==> config.mk <==
export PLATFORM = sky130hd
export DESIGN_NAME = eipc_top
export DESIGN_NICKNAME = d
export VERILOG_FILES = /design/src/logic/eipc_pkg.sv /design/src/logic/eipc_top.sv
export SDC_FILE = /design/constraint.sdc
export NUM_CORES = 1
export LEC_CHECK = 0
export BUFFER_PORTS_ARGS = -buffer_cell sky130_fd_sc_hd__buf_2
export CAP_MARGIN = 20
export CELL_PAD_IN_SITES_DETAIL_PLACEMENT = 1
export CELL_PAD_IN_SITES_GLOBAL_PLACEMENT = 2
export CORE_ASPECT_RATIO = 0.75
export CORE_MARGIN = 2
export CORE_UTILIZATION = 30
export CTS_CLUSTER_SIZE = 40
export DETAILED_ROUTE_END_ITERATION = 10
export PLACE_DENSITY_LB_ADDON = 0.1
export SLEW_MARGIN = 20
export SYNTH_ARGS = -nofsm -noshare
export SYNTH_HDL_FRONTEND = slang
export SYNTH_SLANG_ARGS = --single-unit
==> constraint.sdc <==
create_clock -name clk_i -period 2.2 [get_ports clk_i]
set_input_delay 0.22 -clock clk_i [delete_from_list [all_inputs] [get_ports clk_i]]
set_output_delay 0.22 -clock clk_i [all_outputs]
set_load 0.01 [all_outputs]
==> src/logic/eipc_pkg.sv <==
package eipc_pkg;

	// ==========================================================
	// pin population
	// ==========================================================
	localparam int NUM_PINS = 6;

	typedef enum logic [1:0] {
		EIPC_TYPE_A,
		EIPC_TYPE_B,
		EIPC_TYPE_C
	} eipc_pin_type_t;

	localparam int PIN_A_NMI  = 0;
	localparam int PIN_A_MASK = 1;
	localparam int PIN_B0     = 2;
	localparam int PIN_B1     = 3;
	localparam int PIN_C0     = 4;
	localparam int PIN_C1     = 5;

	localparam eipc_pin_type_t PIN_TYPE [NUM_PINS] = '{
		EIPC_TYPE_A, EIPC_TYPE_A, EIPC_TYPE_B, EIPC_TYPE_B, EIPC_TYPE_C, EIPC_TYPE_C
	};

	// ==========================================================
	// control register layout
	// ==========================================================
	localparam int CFG_W     = 6;
	localparam int FLAG_BIT  = 15;
	localparam int LEVEL_BIT = 6;
	localparam int NMI_BIT   = 5;
	localparam int DIR_BIT   = 4;
	localparam int DOUT_BIT  = 3;
	localparam int POL_BIT   = 2;
	localparam int PRIO_BIT  = 1;
	localparam int EN_BIT    = 0;

	localparam logic [CFG_W-1:0] CFG_RESET = 6'h00;
	localparam logic [CFG_W-1:0] WMASK_A   = 6'h07;
	localparam logic [CFG_W-1:0] WMASK_B   = 6'h3f;
	localparam logic [CFG_W-1:0] WMASK_C   = 6'h1f;
	localparam logic [CFG_W-1:0] FIXED_NMI = 6'h20;
	localparam logic [CFG_W-1:0] FIXED_NONE = 6'h00;

	// ==========================================================
	// bus map
	// ==========================================================
	localparam int ADDR_W = 8;
	localparam logic [ADDR_W-1:0] CTRL_BASE = 8'h00;
	localparam logic [ADDR_W-1:0] CTRL_STEP = 8'h04;
	localparam logic [ADDR_W-1:0] STAT_OFS  = 8'h18;
	localparam logic [ADDR_W-1:0] MASK_OFS  = 8'h1c;
	localparam logic [1:0]  HRESP_OKAY = 2'h0;
	localparam int          HTRANS_ACTIVE_BIT = 1;

endpackage

==> src/logic/eipc_top.sv <==
`timescale 1ns/1ns
`default_nettype none
// Overview of operation
// [RL1] flag sets on the programmed edge whether or not the pin is enabled
// [RL2] each programmed edge on an enabled pin raises a fresh request
// [RL3] clearing the flag also cancels that pin's pending request
// [RL4] flag clears only by software clear or reset; reads 0 after reset
// [RL5] writing 0 to the flag clears it; writing 1 leaves it alone
// [RL6] pin-level bit always returns the present pin level
// [RL7] input-only pins have a fixed nonmaskable select: one 1, one 0
// [RL8] programmable-nonmaskable pins have writable nonmaskable select, reset 0
// [RL9] edge select: 0 falling, 1 rising; resets to 0
// [RL10] request level: 0 high, 1 low; ignored when nonmaskable
// [RL11] enable permits maskable request; ignored when nonmaskable; resets 0
// [RL12] on I/O pins, direction 0 input, 1 output when interrupts disabled
// [RL13] output value drives the pin low on 0, high on 1
// [RL14] reserved bits read back undefined (zero here) and ignore writes
// [RL15] every pin is a digital input after reset
// [RL16] input-only pins have no direction or output value bits
// [RL17] maskable-only pins have bit 5 reserved and act as nonmaskable 0
// [RL18] two pins of each I/O type, one nonmaskable and one maskable input pin
// [RL19] a CPU acknowledge leaves the flag set
module eipc_top
	import eipc_pkg::*;
(
	input  wire logic                clk_i,
	input  wire logic                nrst_i,
	// ahb-lite slave
	input  wire logic                hsel_i,
	input  wire logic [31:0]         haddr_i,
	input  wire logic [1:0]          htrans_i,
	input  wire logic                hwrite_i,
	input  wire logic [2:0]          hsize_i,
	input  wire logic [31:0]         hwdata_i,
	input  wire logic                hready_i,
	output logic      [31:0]         hrdata_o,
	output logic                     hreadyout_o,
	output logic      [1:0]          hresp_o,
	// external interrupt pins
	input  wire logic [NUM_PINS-1:0] pin_i,
	output logic      [NUM_PINS-1:0] pin_o,
	output logic      [NUM_PINS-1:0] pin_oe_o,
	// cpu request side
	input  wire logic [NUM_PINS-1:0] ack_i,
	output logic      [NUM_PINS-1:0] mask_req_o,
	output logic      [NUM_PINS-1:0] mask_req_low_o,
	output logic                     nmi_req_o,
	output logic                     irq_o
);

	// ==========================================================
	// helpers
	// ==========================================================
	// the pin population is fixed: one input-only nonmaskable pin, one input-only
	// maskable pin, then two pins of each I/O-capable type
	function automatic logic [CFG_W-1:0] wmask_of(input int idx);
		case (PIN_TYPE[idx]) // see [RL18]
			EIPC_TYPE_A: wmask_of = WMASK_A;
			EIPC_TYPE_B: wmask_of = WMASK_B;
			default:     wmask_of = WMASK_C;
		endcase
	endfunction

	function automatic logic [CFG_W-1:0] fixed_of(input int idx);
		fixed_of = (idx == PIN_A_NMI) ? FIXED_NMI : FIXED_NONE; // see [RL7] [RL17]
	endfunction

	function automatic logic [ADDR_W-1:0] ctrl_ofs(input int idx);
		ctrl_ofs = CTRL_BASE + CTRL_STEP * ADDR_W'(idx);
	endfunction

	// ==========================================================
	// bus address phase
	// ==========================================================
	logic              acc_ff;
	logic              wr_ff;
	logic [ADDR_W-1:0] addr_ff;
	logic              addr_phase;

	assign addr_phase = hsel_i & hready_i & htrans_i[HTRANS_ACTIVE_BIT];

	always_ff @(posedge clk_i or negedge nrst_i) begin
		if (!nrst_i) begin
			acc_ff  <= 1'b0;
			wr_ff   <= 1'b0;
			addr_ff <= '0;
		end else if (hready_i) begin
			acc_ff  <= addr_phase;
			wr_ff   <= addr_phase & hwrite_i;
			addr_ff <= haddr_i[ADDR_W-1:0];
		end
	end

	// no wait states: every register is a flop, so the answer is ready
	assign hreadyout_o = 1'b1;
	assign hresp_o     = HRESP_OKAY;

	logic [NUM_PINS-1:0] ctrl_wr;
	logic                stat_wr;
	logic                mask_wr;

	always_comb begin
		for (int i = 0; i < NUM_PINS; i++) begin
			ctrl_wr[i] = wr_ff & (addr_ff == ctrl_ofs(i));
		end
		stat_wr = wr_ff & (addr_ff == STAT_OFS);
		mask_wr = wr_ff & (addr_ff == MASK_OFS);
	end

	// ==========================================================
	// pin sampling and edge detect
	// ==========================================================
	logic [NUM_PINS-1:0] lvl_ff;
	logic                primed_ff;
	logic [NUM_PINS-1:0] edge_hit;

	// the first sample after reset only primes the history, so a pin
	// that is already high cannot fake a rising edge
	always_ff @(posedge clk_i or negedge nrst_i) begin
		if (!nrst_i) begin
			lvl_ff    <= '0;
			primed_ff <= 1'b0;
		end else begin
			lvl_ff    <= pin_i;
			primed_ff <= 1'b1;
		end
	end

	logic [CFG_W-1:0] cfg_ff  [NUM_PINS];
	logic [CFG_W-1:0] cfg_eff [NUM_PINS];

	always_comb begin
		for (int i = 0; i < NUM_PINS; i++) begin
			cfg_eff[i] = (cfg_ff[i] & wmask_of(i)) | fixed_of(i); // see [RL14] [RL16]
			if (cfg_eff[i][POL_BIT]) begin
				edge_hit[i] = primed_ff & pin_i[i] & ~lvl_ff[i]; // see [RL9]
			end else begin
				edge_hit[i] = primed_ff & ~pin_i[i] & lvl_ff[i];
			end
		end
	end

	// ==========================================================
	// configuration bits
	// ==========================================================
	always_ff @(posedge clk_i or negedge nrst_i) begin
		if (!nrst_i) begin
			for (int i = 0; i < NUM_PINS; i++) begin
				cfg_ff[i] <= CFG_RESET; // see [RL8] [RL11] [RL15]
			end
		end else begin
			for (int i = 0; i < NUM_PINS; i++) begin
				if (ctrl_wr[i]) begin
					cfg_ff[i] <= hwdata_i[CFG_W-1:0] & wmask_of(i); // see [RL14]
				end
			end
		end
	end

	// ==========================================================
	// edge flags and pending requests
	// ==========================================================
	logic [NUM_PINS-1:0] flag_ff;
	logic [NUM_PINS-1:0] pend_ff;
	logic [NUM_PINS-1:0] flag_clr;
	logic [NUM_PINS-1:0] req_arm;
	logic [NUM_PINS-1:0] nmi_sel;

	always_comb begin
		for (int i = 0; i < NUM_PINS; i++) begin
			flag_clr[i] = ctrl_wr[i] & ~hwdata_i[FLAG_BIT]; // see [RL5]
			nmi_sel[i]  = cfg_eff[i][NMI_BIT];
			req_arm[i]  = nmi_sel[i] | cfg_eff[i][EN_BIT]; // see [RL11]
		end
	end

	// a new edge wins over a clear in the same cycle
	always_ff @(posedge clk_i or negedge nrst_i) begin
		if (!nrst_i) begin
			flag_ff <= '0; // see [RL4]
		end else begin
			flag_ff <= edge_hit | (flag_ff & ~flag_clr); // see [RL1] [RL19]
		end
	end

	always_ff @(posedge clk_i or negedge nrst_i) begin
		if (!nrst_i) begin
			pend_ff <= '0;
		end else begin
			pend_ff <= (edge_hit & req_arm) // see [RL2]
				| (pend_ff & ~flag_clr & ~ack_i); // see [RL3]
		end
	end

	assign mask_req_o     = pend_ff & ~nmi_sel;
	assign nmi_req_o      = |(pend_ff & nmi_sel);

	always_comb begin
		for (int i = 0; i < NUM_PINS; i++) begin
			mask_req_low_o[i] = cfg_eff[i][PRIO_BIT] & ~nmi_sel[i]; // see [RL10]
		end
	end

	// ==========================================================
	// pin drive
	// ==========================================================
	always_comb begin
		for (int i = 0; i < NUM_PINS; i++) begin
			pin_o[i]    = cfg_eff[i][DOUT_BIT]; // see [RL13]
			pin_oe_o[i] = cfg_eff[i][DIR_BIT] & ~cfg_eff[i][EN_BIT] & ~nmi_sel[i]; // see [RL12]
		end
	end

	// ==========================================================
	// event status and mask
	// ==========================================================
	logic [NUM_PINS-1:0] stat_ff;
	logic [NUM_PINS-1:0] mask_ff;
	logic [NUM_PINS-1:0] stat_clr;

	assign stat_clr = stat_wr ? hwdata_i[NUM_PINS-1:0] : '0;

	always_ff @(posedge clk_i or negedge nrst_i) begin
		if (!nrst_i) begin
			stat_ff <= '0;
		end else begin
			stat_ff <= edge_hit | (stat_ff & ~stat_clr);
		end
	end

	always_ff @(posedge clk_i or negedge nrst_i) begin
		if (!nrst_i) begin
			mask_ff <= '0;
		end else if (mask_wr) begin
			mask_ff <= hwdata_i[NUM_PINS-1:0];
		end
	end

	assign irq_o = |(stat_ff & mask_ff);

	// ==========================================================
	// read data
	// ==========================================================
	always_comb begin
		hrdata_o = '0;
		if (acc_ff && !wr_ff) begin
			for (int i = 0; i < NUM_PINS; i++) begin
				if (addr_ff == ctrl_ofs(i)) begin
					hrdata_o[CFG_W-1:0] = cfg_eff[i];
					hrdata_o[LEVEL_BIT] = lvl_ff[i]; // see [RL6]
					hrdata_o[FLAG_BIT]  = flag_ff[i];
				end
			end
			if (addr_ff == STAT_OFS) begin
				hrdata_o[NUM_PINS-1:0] = stat_ff;
			end
			if (addr_ff == MASK_OFS) begin
				hrdata_o[NUM_PINS-1:0] = mask_ff;
			end
		end
	end

endmodule
`default_nettype wire

# Word level (Yosys, flattened, before mapping)
# Cells that the tools add are included.
[word_totals] inputBits=86 wordCells=147 mem_count=0 output_inout_bits=61 latch_bits=0 reg_bits=69 ramBits=0 romBits=0
[op_classes] n_eq_ne=7 mux=29 multipliers=0 n_lt_le_gt_ge=0 shifts=0 n_bitwise=91 reduce_logical=5 addsub=0 div_mod_pow=0
[ops] operator="AND 6 bit" n=9
[ops] operator="AND 1 bit" n=49
[ops] operator="2-to-1 mux 7 bit" n=7
[ops] operator="equality test 8 x 5 -> 1 bit, second input constant" n=4
[ops] operator="2-to-1 mux 6 bit" n=5
[ops] operator="inverter 1 bit" n=19
[ops] operator="inverter 6 bit" n=3
[ops] operator="bitwise OR 6 bit" n=3
[ops] operator="equality test 8 x 4 -> 1 bit, second input constant" n=2
[ops] operator="2-to-1 mux 1 bit" n=13
[ops] operator="OR reduction 6 bit" n=2
[ops] operator="AND 5 bit" n=2
[ops] operator="2-to-1 mux 5 bit" n=2
[ops] operator="equality test 8 x 3 -> 1 bit, second input constant" n=1
[ops] operator="zero test 8 bit" n=1
[ops] operator="AND 3 bit" n=2
[ops] operator="AND 6 x 4 -> 6 bit" n=1
[ops] operator="2-to-1 mux 3 bit" n=2
[ops] operator="inverter 4 -> 6 bit" n=1
[ops] operator="bitwise OR 1 bit" n=2
[ops] operator="logical AND 1 bit" n=1
[ops] operator="zero test 1 bit" n=1

# Logic depth before layout (Yosys ltp)
[logic_depth] ltp_word=10 mapped_depth=6 mapped_depth_nobuf=4

# Worst setup path after synthesis
# Ideal clock, no wire load.
[synth_timing] kind="reg-to-output" startpoint="register addr_ff[5]" endpoint="output hrdata_o[0]" path_buffers=0 t_arrival_ps=1557 t_required_ps=1980 setup_slack_ps=423 path_stages_with_launch=5 cell_sequence="dfrtp_1 or4b_4 a22oi_2 o221ai_2 a211oi_2"
[synth_between] elab_chain_len=10 elab_cells_between_ends=17 classes_between="eq/ne: 7; mux: 9; reduce/logical: 1"
[synth_rtl] item="start: declaration" line="eipc_top.sv:77" source="logic [ADDR_W-1:0] addr_ff;"
[synth_rtl] item="start signal: assignment" line="eipc_top.sv:90" source="addr_ff <= haddr_i[ADDR_W-1:0];"
[synth_rtl] item="zero test 8 bit" line="eipc_top.sv:248" source="if (addr_ff == ctrl_ofs(i)) begin"
[synth_rtl] item="2-to-1 mux 7 bit (6 in series)" line="eipc_top.sv:248"
[synth_rtl] item="2-to-1 mux 6 bit" line="eipc_top.sv:254" source="if (addr_ff == STAT_OFS) begin"
[synth_rtl] item="2-to-1 mux 6 bit *" line="eipc_top.sv:257" source="if (addr_ff == MASK_OFS) begin"
[synth_rtl] item="2-to-1 mux 7 bit *" line="eipc_top.sv:246" source="if (acc_ff && !wr_ff) begin"
[synth_rtl] item="end: declaration" line="eipc_top.sv:36" source="output logic [31:0] hrdata_o,"
# Every way passes the cells marked *; elsewhere a longest branch is shown, timed or not.

# Worst setup path after layout
[layout_timing] startpoint="register addr_ff[5]" endpoint="output hrdata_o[2]"
# The elaborated chain is that of the path after synthesis.

==> flow_summary.ini <==
[timing]
hold_viol = 0
timing.final.max_slew_violations = 0
tns_ns = -0.4059
fmax_ghz = 0.4342
setup_violations = 6
clock_skew_ns = 0.006019
worstMarginPinSlew_ns = 0.5014
period_share = 1.047
relSlewSlack = 0.6622
fin_crit_ns = 2.303
setup_ws_ns = -0.1029
rsz0062_at_grt = yes

[power]
irDropWorstVdd_v = 0.0003584
power.density_mw_per_mm2 = 698.1
p_leak_nw = 2.055

[clocking]
cts_buffer_depth = 2
cts_buffers = 9
clock_latency_ns = 0.34
path_clk_slew_ns = 0.06
htree_num_levels = 3
clockRootBuffer = clkbuf_16
tritoncts = done
cts_num_sinks = 69

[worst_setup_path]
crit_required_ns = 1.98
startpoint_type = register
cp_top_family = simple AND/OR/NAND/NOR gates
crit_fanout = 4
cp_num_buf_inv = 1
path_class = register to primary output
crit_path_end_kind = primary output
path_cells = or4b_4 > nor3_2 > o21ai_0 > a21oi_1 > buf_2
critPathSlowestCell = or4b_4
cp.arrival_ns = 2.08
critical_path.max_stage_delay_ns = 0.56

[logic_synthesis]
netlist_instances = 365
synth_area_mm2 = 0.003915
yosys_register_bits = 69
ys_seq_area_frac = 0.4410
netlist-cell-type-count = 55
synthArstFlopShare = 1.000
synth.avg_cell_area_um2 = 10.73
synth-edff-count = 0
yosys_warnings = 0
synth-main-ff-cell = dfrtp_1

[drt]
ant_nets = 0
via_count = 2936
viasPerCell = 4.813
wire_per_inst_um = 19.27
drt_pass1_iterations = 4
routed_wl_mm = 11.75
drc_errors = 0
drt-initial-drc-count = 141

[finish]
num-fill-cells = 1477
fin_area_mm2 = 0.004737
stdcell_count = 610
final_common_cell = dfrtp_1
area_growth_pct = 21.00
antenna_cells = 0
fin_nets = 520
layout_common_cells = dfrtp_1, buf_2, mux2_2
layout-drive-gt1-share = 0.4100

[placement]
hpwl_mm = 8.409
placed_area_mm2 = 0.004277
post-place-ws_ns = 0.08909
gp_congestion = 0.7984
dpl.cell_count = 584
portBuffers = 60

[global_routing]
grt_pass1_vias = 3048
grt.overflow.total = 0
grt_first_pass_wirelength_mm = 18.02
grt_start_max_net_pins = 70
antenna_found_initial = 0
grt_usage = 0.1781

[status]
status = complete, but fails checks
violations = setup timing

[die]
dieArea_mm2 = 0.01399
die_w_um = 135.9
core_mm2 = 0.01288
die_y_um = 102.9
num_io_pins = 147
start_util = 0.3039
row_count = 36

[flow_run]
cap_violations = 0

[hold_path]
hold_path.class = input pin to register
[final timing paths]
path	start	slack, ns	cells after the start	to
max in group asynchronous	nrst_i	1.43	3	addr_ff[5]
worst max register to register	addr_ff[7]	0.28	7	stat_ff[4]
min in group asynchronous	nrst_i	0.44	3	lvl_ff[0]
worst min register to register	cfg_eff[30]	0.51	1	cfg_eff[30]
worst max-delay path	addr_ff[5]	-0.10	5	hrdata_o[2]
worst min-delay path	pin_i[4]	0.02	1	lvl_ff[4]
[synth_stat cells (all sizes together), types with 2 or more instances]
library cell	number	area (um^2)
and3	3	18.77
nand3	7	45.04
dfrtp	69	1727
a32oi	3	26.28
o211ai	2	15.01
o22ai	3	18.77
nand2b	3	18.77
mux2i	8	80.08
inv	12	45.04
o32ai	5	43.79
o21ai	28	140.1
nor4b	3	41.29
a21bo	6	60.06
buf	54	384.1
conb	2	7.510
a22oi	6	50.05
mux4	2	45.04
mux2	44	495.5
nor3	4	31.28
nor2	21	83.83
and2	6	37.54
clkbuf	3	11.26
nand4	5	73.82
a21oi	10	50.05
nor3b	6	45.04
nand2	25	98.84
nor2b	8	50.05
[cell families after synthesis]
logic type,after synthesis,share of synthesized area
multiplexers,54,0.1585
flip-flops,69,0.4410
buffers and inverters,69,0.1125
AND/OR/NAND/NOR,97,0.1534
other,2,0.001918
AO/OA/AOI/OAI,74,0.1326
[state kept, by name, summed over array words and instances (netlist names)]
register,flops
wr_ff,1
lvl_ff,6
pin_o,4
mask_ff,6
primed_ff,1
mask_req_low_o,3
acc_ff,1
flag_ff,6
stat_ff,6
cfg_eff,21
pend_ff,6
addr_ff,8
[what timing repair did]
| item | in CTS | in global routing |
|---|---|---|
| setup buffers | 7 | 2 |
| endpoints found under the hold margin | 69 | 0 |
| pin swaps | 12 | 4 |
| endpoints found under the setup margin | 6 | 7 |
| gates resized for setup | 13 | 9 |
| hold buffers | 1 | 0 |
[power breakdown]
part | internal (mW) | total, mW | switching (mW) | leakage [nW]
sequential | 1.34 | 1.43 | 0.0814 | 0.783
clock | 0.818 | 1.37 | 0.555 | 0.138
combinational | 0.213 | 0.508 | 0.295 | 1.13
[routing by layer]
layer | GRT usage | share of wire
met1 | 0.2506 | 0.50
met2 | 0.2751 | 0.45
met3 | 0.04179 | 0.040
met4 | 0.05128 | 0.012
met5 | 0 | 0
[area by class of cell]
class / count / area (um^2) / area share
Clock buffer: 12 / 256.5 / 0.05415
Clock inverter: 4 / 22.52 / 0.004754
Inverter: 12 / 45.04 / 0.009509
Multi-Input combinational cell: 259 / 1946 / 0.4107
Sequential cell: 69 / 1728 / 0.3648
Tap cell: 171 / 214.0 / 0.04517
Timing Repair Buffer: 83 / 525.5 / 0.1109
[worst reg2reg max path, cell delays in order (launching register included)]
cell     delay, ns
dfrtp_1       0.39
buf_6         0.14
nor4b_4       0.26
buf_6         0.17
buf_4         0.14
and4_1        0.39
nand2_1       0.11
a21bo_2       0.21
[metrics by stage]
stage          power, mW  hold slack [ns]    util
3_5_place_dp       1.923           0.2916  0.3320
6_report           3.307          0.01684  0.3677
3_3_place_gp       1.913           0.2837  0.3320
5_1_grt            3.468          0.01153  0.3677
4_1_cts            3.341         0.007860  0.3626
2_1_floorplan      1.762         -0.07559       -
(Power assumes the default switching activity.)
